$ cat config.mk
export PLATFORM = sky130hd
export DESIGN_NAME = dcd_top
export DESIGN_NICKNAME = d
export VERILOG_FILES = /design/src/rtl/dcd_buf2.v /design/src/rtl/dcd_top.v
export VERILOG_INCLUDE_DIRS = /design/src /design/src/common
export SDC_FILE = /design/constraint.sdc
export NUM_CORES = 1
export LEC_CHECK = 0
export ABC_CLOCK_PERIOD_IN_PS = 1600
export BUFFER_PORTS_ARGS = -buffer_cell sky130_fd_sc_hd__buf_2
export CORE_MARGIN = 2
export CORE_UTILIZATION = 46
export DETAILED_ROUTE_END_ITERATION = 6
export HOLD_SLACK_MARGIN = 0.1
export PLACE_DENSITY_LB_ADDON = 0.15
export SETUP_SLACK_MARGIN = 0.1
export SLEW_MARGIN = 20
export SYNTH_ARGS = -nofsm -noshare
export SYNTH_HDL_FRONTEND = slang
export SYNTH_SLANG_ARGS = --single-unit
$ cat constraint.sdc
create_clock -name CLK -period 1.6 [get_ports CLK]
set_input_delay 0.08 -clock CLK [delete_from_list [all_inputs] [get_ports CLK]]
set_output_delay 0.08 -clock CLK [all_outputs]
set_load 0.02 [all_outputs]
$ cat src/common/dcd_consts.vh
// Constants for the DDR3 command pin decoder: command codes, address
// bit positions, burst lengths and reset values.
// Assumes inclusion by bare name from the design files.
`ifndef DCD_CONSTS_VH
`define DCD_CONSTS_VH

// =====================================================================
// Command codes as {RAS_N, CAS_N, WE_N} with chip select low.
`define DCD_CMD_ACT 3'h3
`define DCD_CMD_PRE 3'h2
`define DCD_CMD_RD 3'h5
`define DCD_CMD_WR 3'h4
`define DCD_CMD_MRS 3'h0

// =====================================================================
// Address bit positions with a special meaning.
`define DCD_A_AP 10
`define DCD_A_TDQS 11
`define DCD_A_BC 12
`define DCD_COL_MSB 9

// =====================================================================
// Mode register 1 bank code and burst lengths in beats.
`define DCD_BA_MR1 3'h1
`define DCD_BL_FULL 4'h8
`define DCD_BL_CHOP 4'h4

// =====================================================================
// Reset values and synchroniser width.
`define DCD_RST_TDQS 1'b0
`define DCD_RST_BANKS 8'h00
`define DCD_SYNC_W 34

`endif

$ cat src/rtl/dcd_buf2.v
// Two-entry buffer with valid and ready on both sides.
// Assumes both sides run on the same clock; outputs come from flops.
`timescale 1ns/100ps

module dcd_buf2 #(
   parameter W = 8
) (
   input wire clk,
   input wire rst_n,
   input wire [W-1:0] in_data,
   input wire in_valid,
   output reg in_ready,
   output wire [W-1:0] out_data,
   output wire out_valid,
   input wire out_ready
);

   // =================================================================
   // Storage: entry 0 is always the head.
   reg [W-1:0] mem_q [0:1];
   reg [W-1:0] mem_d [0:1];
   reg [1:0] vld_q;
   reg [1:0] vld_d;
   wire push;
   wire pop;

   assign push = in_valid & in_ready;
   assign pop = vld_q[0] & out_ready;
   assign out_data = mem_q[0];
   assign out_valid = vld_q[0];

   // Pop first, then place the new word in the lowest free entry.
   always @* begin
      mem_d[0] = mem_q[0];
      mem_d[1] = mem_q[1];
      vld_d = vld_q;
      if (pop) begin
         mem_d[0] = mem_q[1];
         vld_d = {1'b0, vld_q[1]};
      end
      if (push) begin
         if (!vld_d[0]) begin
            mem_d[0] = in_data;
            vld_d[0] = 1'b1;
         end else begin
            mem_d[1] = in_data;
            vld_d[1] = 1'b1;
         end
      end
   end

   // Ready is registered so that it never depends combinationally on the drain side.
   always @(posedge clk or negedge rst_n) begin
      if (!rst_n) begin
         mem_q[0] <= {W{1'b0}};
         mem_q[1] <= {W{1'b0}};
         vld_q <= 2'h0;
         in_ready <= 1'b0;
      end else begin
         mem_q[0] <= mem_d[0];
         mem_q[1] <= mem_d[1];
         vld_q <= vld_d;
         in_ready <= ~vld_d[1];
      end
   end

endmodule // dcd_buf2

$ cat src/rtl/dcd_top.v
// DDR3 command pin decoder: decodes chip select, row, column and write
// strobes at each rising memory clock, tracks open banks, collects
// masked write beats and drives read beats with their strobe.
// Assumes every memory pin is asynchronous to CLK and that the memory
// clock is slow enough to be oversampled (bench period 160 ns).
//
// What this block does
// On read or write, address bit 10 high closes the bank afterwards.
// On precharge, address bit 10 low closes one bank, high all.
// On read or write, address bit 12 low chops the burst to four.
// Commands are decoded only when chip select is sampled low.
// Row, column and write strobes are sampled together at clock rise.
// Select, row low, column high, write high opens the addressed bank.
// Select, row low, column high, write low precharges.
// Row high, column low starts access; write high reads, low writes.
// Write beats with the mask sampled high are discarded.
// With termination strobe on, the mask is ignored and pins terminate.
// The device drives the strobe pair with edges aligned to read data.
// The controller drives the strobe pair with margin during writes.
// Bank address bits pick the bank for a command.
// Row address on bits 0 to 15, column address on bits 0 to 9.
// Mode register 1 write with address bit 11 set enables strobe.
// Other selected codes raise a separate strobe and latch the fields; a mode register 1 write also loads termination from address bit 11.
`timescale 1ns/100ps
`include "dcd_consts.vh"

module dcd_top #(
   parameter DW = 8
) (
   input wire CLK,
   input wire RSTN,
   input wire CK,
   input wire CS_N,
   input wire RAS_N,
   input wire CAS_N,
   input wire WE_N,
   input wire [2:0] BA,
   input wire [15:0] A,
   input wire DM,
   input wire [7:0] DQ_IN,
   input wire DQS_IN,
   output reg [7:0] DQ_OUT,
   output reg DQ_OE,
   output reg DQS_OUT,
   output reg DQS_N_OUT,
   output reg DQS_OE,
   output reg TDQS_TERM,
   output reg ACT_STB,
   output reg PRE_STB,
   output reg RD_STB,
   output reg WR_STB,
   output reg OTHER_STB,
   output reg [2:0] CMD_BANK,
   output reg [15:0] CMD_ROW,
   output reg [9:0] CMD_COL,
   output reg CMD_AUTO_PRE,
   output reg CMD_PRE_ALL,
   output reg CMD_CHOP,
   output reg [7:0] OPEN_BANKS,
   output reg WR_DROP,
   output wire [7:0] WR_DATA,
   output wire WR_VALID,
   input wire WR_READY,
   input wire [7:0] RD_DATA,
   input wire RD_VALID,
   output reg RD_READY
);

   // =================================================================
   // Pin synchronisers: every pin passes two flops together, so the
   // pins stay aligned with each other relative to the sampled clock.
   reg [`DCD_SYNC_W-1:0] meta_q;
   reg [`DCD_SYNC_W-1:0] sync_q;
   reg ck_d_q;
   reg dqs_d_q;
   wire ck_s;
   wire cs_n_s;
   wire ras_n_s;
   wire cas_n_s;
   wire we_n_s;
   wire [2:0] ba_s;
   wire [15:0] a_s;
   wire dm_s;
   wire [7:0] dq_s;
   wire dqs_s;
   wire ck_rise;
   wire ck_edge;
   wire dqs_edge;

   always @(posedge CLK or negedge RSTN) begin
      if (!RSTN) begin
         meta_q <= {`DCD_SYNC_W{1'b0}};
         sync_q <= {`DCD_SYNC_W{1'b0}};
         ck_d_q <= 1'b0;
         dqs_d_q <= 1'b0;
      end else begin
         meta_q <= {CK, CS_N, RAS_N, CAS_N, WE_N, BA, A, DM, DQ_IN, DQS_IN};
         sync_q <= meta_q;
         ck_d_q <= ck_s;
         dqs_d_q <= dqs_s;
      end
   end

   assign {ck_s, cs_n_s, ras_n_s, cas_n_s, we_n_s, ba_s, a_s, dm_s, dq_s,
      dqs_s} = sync_q;
   assign ck_rise = ck_s & ~ck_d_q;
   assign ck_edge = ck_s ^ ck_d_q;
   assign dqs_edge = dqs_s ^ dqs_d_q;

   // =================================================================
   // Command decode, bank tracking and burst control.
   localparam ST_IDLE = 2'h0;
   localparam ST_WR = 2'h1;
   localparam ST_RD = 2'h2;

   reg [1:0] st_q;
   reg [3:0] cnt_q;
   reg [3:0] len_q;
   reg ap_q;
   reg [2:0] bank_q;
   reg tdqs_q;
   wire sel;
   wire [2:0] code;
   wire [3:0] blen;
   wire beat_keep;
   wire wr_beat;
   wire rd_take;
   wire buf_ready;
   wire last;

   assign sel = ck_rise & ~cs_n_s;
   assign code = {ras_n_s, cas_n_s, we_n_s};
   assign blen = a_s[`DCD_A_BC] ? `DCD_BL_FULL : `DCD_BL_CHOP;
   assign wr_beat = (st_q == ST_WR) & dqs_edge;
   // The mask is only honoured while the pin is not lent to termination.
   assign beat_keep = wr_beat & (tdqs_q | ~dm_s); // see
   assign rd_take = RD_READY & RD_VALID;
   assign last = (cnt_q == len_q - 4'h1);

   // Decoded strobes and fields; one cycle pulses per sampled command.
   always @(posedge CLK or negedge RSTN) begin
      if (!RSTN) begin
         ACT_STB <= 1'b0;
         PRE_STB <= 1'b0;
         RD_STB <= 1'b0;
         WR_STB <= 1'b0;
         OTHER_STB <= 1'b0;
         CMD_BANK <= 3'h0;
         CMD_ROW <= 16'h0000;
         CMD_COL <= 10'h000;
         CMD_AUTO_PRE <= 1'b0;
         CMD_PRE_ALL <= 1'b0;
         CMD_CHOP <= 1'b0;
         tdqs_q <= `DCD_RST_TDQS;
         TDQS_TERM <= `DCD_RST_TDQS;
      end else begin
         ACT_STB <= sel & (code == `DCD_CMD_ACT);
         PRE_STB <= sel & (code == `DCD_CMD_PRE);
         RD_STB <= sel & (code == `DCD_CMD_RD);
         WR_STB <= sel & (code == `DCD_CMD_WR);
         OTHER_STB <= sel & (code != `DCD_CMD_ACT) &
            (code != `DCD_CMD_PRE) & (code != `DCD_CMD_RD) &
            (code != `DCD_CMD_WR);
         if (sel) begin
            CMD_BANK <= ba_s;
            CMD_ROW <= a_s;
            CMD_COL <= a_s[`DCD_COL_MSB:0];
            CMD_AUTO_PRE <= a_s[`DCD_A_AP] & ras_n_s & ~cas_n_s;
            CMD_PRE_ALL <= a_s[`DCD_A_AP] & (code == `DCD_CMD_PRE);
            CMD_CHOP <= ~a_s[`DCD_A_BC] & ras_n_s;
            if (code == `DCD_CMD_MRS && ba_s == `DCD_BA_MR1) begin
               tdqs_q <= a_s[`DCD_A_TDQS];
               TDQS_TERM <= a_s[`DCD_A_TDQS];
            end
         end
      end
   end

   // Open bank map. An auto precharge closes the bank when its burst
   // ends, which may coincide with a new command; an activate or precharge wins.
   always @(posedge CLK or negedge RSTN) begin
      if (!RSTN) begin
         OPEN_BANKS <= `DCD_RST_BANKS;
      end else if (sel && code == `DCD_CMD_ACT) begin
         OPEN_BANKS[ba_s] <= 1'b1;
      end else if (sel && code == `DCD_CMD_PRE) begin
         if (a_s[`DCD_A_AP]) begin
            OPEN_BANKS <= 8'h00;
         end else begin
            OPEN_BANKS[ba_s] <= 1'b0;
         end
      end else if (ap_q && last && (wr_beat || (st_q == ST_RD && rd_take)))
      begin
         OPEN_BANKS[bank_q] <= 1'b0;
      end
   end

   // Burst sequencer. A new column command restarts the burst; this
   // block does not model the column latencies of a real memory.
   always @(posedge CLK or negedge RSTN) begin
      if (!RSTN) begin
         st_q <= ST_IDLE;
         cnt_q <= 4'h0;
         len_q <= `DCD_BL_FULL;
         ap_q <= 1'b0;
         bank_q <= 3'h0;
      end else if (sel && (code == `DCD_CMD_RD || code == `DCD_CMD_WR))
      begin
         st_q <= (code == `DCD_CMD_RD) ? ST_RD : ST_WR;
         cnt_q <= 4'h0;
         len_q <= blen;
         ap_q <= a_s[`DCD_A_AP];
         bank_q <= ba_s;
      end else begin
         case (st_q)
            ST_WR: begin
               if (wr_beat) begin
                  cnt_q <= cnt_q + 4'h1;
                  if (last) begin
                     st_q <= ST_IDLE;
                  end
               end
            end
            ST_RD: begin
               if (rd_take) begin
                  cnt_q <= cnt_q + 4'h1;
                  if (last) begin
                     st_q <= ST_IDLE;
                  end
               end
            end
            default: begin
               st_q <= ST_IDLE;
            end
         endcase
      end
   end

   // =================================================================
   // Write path: kept beats enter the two-entry buffer; a beat that
   // finds the buffer full cannot be held off on a memory bus, so it is
   // flagged rather than silently lost.
   always @(posedge CLK or negedge RSTN) begin
      if (!RSTN) begin
         WR_DROP <= 1'b0;
      end else begin
         WR_DROP <= beat_keep & ~buf_ready;
      end
   end

   dcd_buf2 #(
      .W(DW)
   ) u_wbuf (
      .clk(CLK),
      .rst_n(RSTN),
      .in_data(dq_s),
      .in_valid(beat_keep),
      .in_ready(buf_ready),
      .out_data(WR_DATA),
      .out_valid(WR_VALID),
      .out_ready(WR_READY)
   );

   // =================================================================
   // Read path: one beat per memory clock edge; data and strobe change
   // in the same flop update so that their edges line up.
   always @(posedge CLK or negedge RSTN) begin
      if (!RSTN) begin
         RD_READY <= 1'b0;
         DQ_OUT <= 8'h00;
         DQ_OE <= 1'b0;
         DQS_OUT <= 1'b0;
         DQS_N_OUT <= 1'b1;
         DQS_OE <= 1'b0;
      end else begin
         RD_READY <= (st_q == ST_RD) & ck_edge & ~rd_take;
         DQS_OE <= (st_q == ST_RD);
         DQ_OE <= (st_q == ST_RD);
         if (st_q != ST_RD) begin
            DQS_OUT <= 1'b0;
            DQS_N_OUT <= 1'b1;
         end else if (rd_take) begin
            DQ_OUT <= RD_DATA;
            DQS_OUT <= ~DQS_OUT;
            DQS_N_OUT <= DQS_OUT;
         end
      end
   end

endmodule // dcd_top

# --- After elaboration in Yosys (flattened, before gate mapping) ---
# Index checks and enable logic that the tools add are counted.
# W data, S select, Z words.
classes:
  mux: 30
  n_reduce_logical: 20
  magnitude_cmp: 4
  bitwise_logic: 40
  addsub: 2
  eq_ne: 15
op_table:
  columns: ["op", "count"]
  rows:
  - ["$mux W8", 7]
  - ["$and A1 B1 Y1", 22]
  - ["$and A8 B8 Y8", 2]
  - ["$mux W16", 1]
  - ["$mux W4", 4]
  - ["$not A8 Y8", 2]
  - ["$mux W2", 7]
  - ["$not A1 Y1", 10]
  - ["$logic_and A1 B1 Y1", 9]
  - ["$ne A3 B2 Y1 const B", 3]
  - ["$ne A3 B3 Y1 const B", 3]
  - ["$lt A3 B4 Y1 const B", 2]
  - ["$or A8 B8 Y8", 1]
  - ["$pmux W4 S2", 1]
  - ["$reduce_and A2 Y1", 4]
  - ["$mux W1", 7]
  - ["$demux W1 S3", 2]
  - ["$eq A3 B2 Y1 const B", 2]
  - ["$eq A3 B3 Y1 const B", 2]
  - ["$ge A3 B1 Y1 const B", 2]
  - ["$reduce_bool A3 Y1", 2]
  - ["$add A4 B1 Y4 const B", 1]
  - ["$eq A4 B4 Y1", 1]
  - ["$pmux W2 S2", 1]
  - ["11 further kinds", 13]
word_totals:
  reg_bits: 162
  out_inout_bits: 69
  elab_cells: 143

# --- Logic depth before layout (Yosys ltp) ---
depth:
  word_depth: 9
  ltp_mapped: 7
  depth_no_buf: 6

# --- Cells and area by module ---
# Synthesis repeated with hierarchy kept, for this count alone.
unflattened:
  hier_cells: 419
  area_unflattened_um2: 5474.0
by_module_without_submodules:
  columns: ["module", "instances", "cells_each", "seq_area_each_um2", "area_per_inst_um2"]
  rows:
  - ["dcd_top", 1, 357, 3280.6, 4565.6]
  - ["dcd_buf2", 1, 62, 475.5, 908.4]

# --- Least setup slack after synthesis ---
# Ideal clock, no wire load.
synth_path:
  path_type: "flip-flop to flip-flop"
  from: "register st_q[0]"
  to: "register OPEN_BANKS[1]"
  arrival_time_ns: 1.488
  required_ns: 1.461
  path_stages_with_launch: 7
  setup_time_ns: 0.139
  slack_ns: -0.027
  period_less_slack_ns: 1.627
  path_buffers: 0
  cell_sequence: "dfrtp_1 -> inv_1 -> ha_1 -> nand3_2 -> a21boi_1 -> nor4_2 -> a22oi_1"
synth_via:
  elab_chain_cells: 5
  word_cells_on_any_way: 7
  cone_classes: "eq/ne: 2; bitwise: 1; reduce/logical: 4"
synth_lines:
  columns: ["item", "line_no", "text"]
  rows:
  - ["start: declaration", "dcd_top.v:116", "reg [1:0] st_q;"]
  - ["start signal: assignment", "dcd_top.v:209", "st_q <= (code == `DCD_CMD_RD) ? ST_RD : ST_WR;"]
  - ["$eq A2 B1 Y1 or $eq A2 B2 Y1 (tied branches)", "dcd_top.v:134, dcd_top.v:192", null]
  - ["$and A1 B1 Y1 or $logic_and A1 B1 Y1 (tied branches)", "dcd_top.v:134, dcd_top.v:192", null]
  - ["$logic_or A1 B1 Y1 *", "dcd_top.v:192", "end else if (ap_q && last && (wr_beat || (st_q == ST_RD && rd_take)))"]
  - ["$logic_and A1 B1 Y1 *", "dcd_top.v:192", null]
  - ["$reduce_bool A3 Y1 (no source line) *", null, null]
  - ["end signal: assignment", "dcd_top.v:183", "OPEN_BANKS <= `DCD_RST_BANKS;"]
  - ["end: declaration", "dcd_top.v:59", "output reg [7:0] OPEN_BANKS,"]
# Every way passes the cells marked *; elsewhere a longest branch is shown, timed or not.
# A chain may end at the register's enable or synchronous reset.

# --- Final worst setup path ---
layout_path:
  from: "register sync_q[33]"
  to: "register OPEN_BANKS[1]"
layout_via:
  elab_chain_cells: 5
  word_cells_on_any_way: 7
  cone_classes: "mux: 2; bitwise: 2; reduce/logical: 3"
layout_lines:
  columns: ["item", "line_no", "text"]
  rows:
  - ["start: declaration", "dcd_top.v:73", "reg [`DCD_SYNC_W-1:0] sync_q;"]
  - ["start signal: assignment", "dcd_top.v:93", "sync_q <= {`DCD_SYNC_W{1'b0}};"]
  - ["start signal: assignment", "dcd_top.v:98", "sync_q <= meta_q;"]
  - ["$and A1 B1 Y1 *", "dcd_top.v:106", "assign ck_rise = ck_s & ~ck_d_q;"]
  - ["$and A1 B1 Y1 *", "dcd_top.v:131", "assign sel = ck_rise & ~cs_n_s;"]
  - ["$logic_and A1 B1 Y1 (no source line)", null, null]
  - ["$mux W8", "dcd_top.v:186", "end else if (sel && code == `DCD_CMD_PRE) begin"]
  - ["$mux W8", "dcd_top.v:184", "end else if (sel && code == `DCD_CMD_ACT) begin"]
# Marks and branches as above.

==> insert_results.sql <==
INSERT INTO impl_metrics (metric_group, metric, value, unit) VALUES
('clock_network', 'clock_path_buffers', '2', ''),
('timing', 'clock.fmax', '633', 'MHz'),
('yosys', 'synthDominantAreaCellType', 'sky130_fd_sc_hd__dfrtp_1', ''),
('floorplanning', 'top_level_ports', '115', ''),
('outcome', 'run_status', 'finished with violations', ''),
('floorplanning', 'initial_standard_cell_utilization_of_the_core', '0.477', ''),
('floorplanning', 'die_area', '12800', 'um2'),
('route', 'detailedRoute.firstPassIterationCount', '7', ''),
('timing', 'rsz0062_at_grt', 'true', ''),
('timing', 'hold_fails_final_rpt', '0', ''),
('layout', 'stdcell_count', '757', ''),
('yosys', 'syn_nets', '468', ''),
('grt', 'global_route.usage.total', '0.192', ''),
('grt', 'grt_max_degree', '47', ''),
('grt', 'first_pass_grt_wire_length', '18800', 'um'),
('yosys', 'synth_seq_area_share', '0.684', ''),
('floorplanning', 'chipHeight', '113', 'um'),
('yosys', 'syn_avg_cell_area', '13.1', 'um2'),
('floorplanning', 'num_rows', '39', ''),
('clock_network', 'worst_setup_hold_path_clk_slew', '0.06', 'ns'),
('outcome', 'failing_checks', 'design-rule violations', ''),
('critical_path', 'worst_r2r_startpoint', 'sync_q[33]', ''),
('worst_hold_path', 'hold_path_class', 'primary input to register', ''),
('yosys', 'asyncSetResetFlopFracSynth', '1.00', ''),
('critical_path', 'crit_path_cell_trace', 'ha_4 -> and4bb_4 -> nand2b_4 -> nor4_4 -> a22oi_1', ''),
('yosys', 'yosys.area.top_type_share', '0.675', ''),
('timing', 'slew-limit-headroom', '0.698', ''),
('place', 'detailed_place.area', '6280', 'um2'),
('route', 'wl_per_cell', '15.2', 'um'),
('power', 'powerDensity', '1190', 'nW/um2'),
('critical_path', 'critical_path_arrival', '1.87', 'ns'),
('critical_path', 'crit_fanout', '7', ''),
('layout', 'drive_above_1_share', '0.404', ''),
('layout', 'filler_cell_count', '860', ''),
('yosys', 'synthesis.yosys.warnings', '0', ''),
('yosys', 'ys_seq_elements', '150', ''),
('clock_network', 'clkSinkCount', '150', ''),
('critical_path', 'timing.critical_path.buf_inv', '0', ''),
('route', 'route.antenna.remaining_nets', '0', ''),
('grt', 'first_global_vias', '3881', ''),
('layout', 'final_area', '7580', 'um2'),
('clock_network', 'tritoncts_clock_tree', 'yes', ''),
('route', 'vias', '3672', ''),
('layout', 'finalNetCount', '651', ''),
('critical_path', 'timing.critical_path.slowest_cell_delay', '0.41', 'ns'),
('critical_path', 'r2r_slack', '0.02', 'ns'),
('floorplanning', 'core-area', '11500', 'um2'),
('power', 'p_leak', '3.84', 'nW'),
('route', 'first_iter_violations', '210', ''),
('critical_path', 'cp_num_cells', '5', ''),
('layout', 'number_of_antenna_diodes', '0', ''),
('critical_path', 'critPathCapture', 'OPEN_BANKS[1]', ''),
('layout', 'final_util', '0.658', ''),
('layout', 'register_cell_area_after_layout', '3760', 'um2'),
('timing', 'post_route_clock_period_utilization', '0.987', ''),
('place', 'dp.cells', '670', ''),
('place', 'placement.io_buffers', '114', ''),
('clock_network', 'clk_latency', '0.42', 'ns'),
('place', 'place_congestion', '0.863', ''),
('yosys', 'postSynth.topFlopCell', 'sky130_fd_sc_hd__dfrtp_1', ''),
('floorplanning', 'die-width', '113', 'um'),
('layout', 'multi_input_comb_area', '1680', 'um2'),
('route', 'detail_route.vias_per_cell', '4.85', ''),
('critical_path', 'setup.worst_path.start_class', 'register', ''),
('timing', 'setup_violations', '0', ''),
('clock_network', 'cts-buffers-inserted', '17', ''),
('critical_path', 'worst-setup-path-type', 'register to register', ''),
('grt', 'overflow', '0', ''),
('route', 'drc_violation_count_after_routing', '9', ''),
('job', 'max-cap-violations', '0', ''),
('clock_network', 'clk_root_buffer_cell', 'sky130_fd_sc_hd__clkbuf_16', '');
[flip-flops by register name, indices dropped and copies added, names as in the netlist, 4 cells and up]
signal           cells
OPEN_BANKS           8
meta_q              34
sync_q              34
DQ_OUT               8
u_wbuf.out_data      8
CMD_ROW             16
u_wbuf.mem_q         8
cnt_q                4
[where the power goes]
group	internal, mW	switching, mW
sequential	4.06	0.180
combinational	0.411	0.588
clock	2.32	1.49
[cells in the final DEF, fill, tap and decap left out, drive strengths merged, types with 7 or more instances in the layout]
| cell type | netlist | layout |
|---|---|---|
| buf | 24 | 151 |
| nor2b | 7 | 7 |
| mux2 | 34 | 34 |
| dlygate4sd3 | 0 | 44 |
| inv | 9 | 9 |
| nand2 | 84 | 84 |
| o21ai | 14 | 14 |
| dfrtp | 148 | 148 |
| a21oi | 11 | 11 |
| clkinv | 0 | 7 |
| clkbuf | 7 | 19 |
| nor2 | 15 | 15 |
[layer usage]
metal / track usage / part of all wire / up-vias
met5: 0 / 0 / -
met1: 0.240 / 0.43 / 1811
li1: - / - / 1746
met2: 0.311 / 0.50 / 107
met4: 0.0780 / 0.010 / 0
met3: 0.0595 / 0.055 / 8
[worst register-to-register path: stages (launching register included)]
cell                       delay [ns]
sky130_fd_sc_hd__dfrtp_1         0.41
sky130_fd_sc_hd__ha_4            0.19
sky130_fd_sc_hd__and4bb_4        0.23
sky130_fd_sc_hd__nand2b_4        0.17
sky130_fd_sc_hd__nor4_4          0.32
sky130_fd_sc_hd__a22oi_1         0.13
[area by class of cell]
type,count,share of cell area
well taps,143,0.0236
repair buffers,195,0.178
clock inverters,13,0.0175
flip-flops and latches,150,0.496
clock buffers,19,0.0585
multi-input cells,228,0.222
inverters,9,0.00446
[repair_timing]
action                                  CTS  global route
endpoints found under the setup margin   30            35
gates resized for setup                  25            13
hold buffers                             44             0
cloned                                    0             0
pin swaps                                11            11
hold endpoints to repair                192             0
setup buffers                             6             5
[kinds of logic after synthesis]
logic type	synth area share
mux	0.0789
compound gates	0.0472
buf+inv	0.0424
fa+ha+maj	0.00912
flops	0.684
simple gates	0.129
xor+xnor	0.00935
[metrics by stage]
stage / hold slack (ns) / worst slack (ns) / TNS (ns) / power (mW)
2_1_floorplan: -0.216 / 0.0629 / 0 / 4.78
3_3_place_gp: 0.0273 / -0.0497 / -0.277 / 5.15
3_5_place_dp: 0.0294 / -0.0655 / -0.772 / 5.17
4_1_cts: 0.104 / -0.00669 / -0.00669 / 9.14
5_1_grt: 0.138 / -0.0338 / -0.238 / 9.44
6_report: 0.129 / 0.0209 / 0 / 9.04
[worst min path at each step]
stage	startpoint	to	slack [ns]	depth (start not counted)
2_1_floorplan	RSTN	ACT_STB	-0.22	0
3_3_place_gp	RSTN	DQ_OUT[4]	0.03	1
3_5_place_dp	RSTN	DQ_OUT[5]	0.03	1
4_1_cts	WR_READY	u_wbuf.vld_q[0]	0.10	5
5_1_grt	WR_READY	u_wbuf.vld_q[0]	0.14	5
6_report	WR_READY	u_wbuf.vld_q[0]	0.13	5
Power figures use the tool's default switching activity.
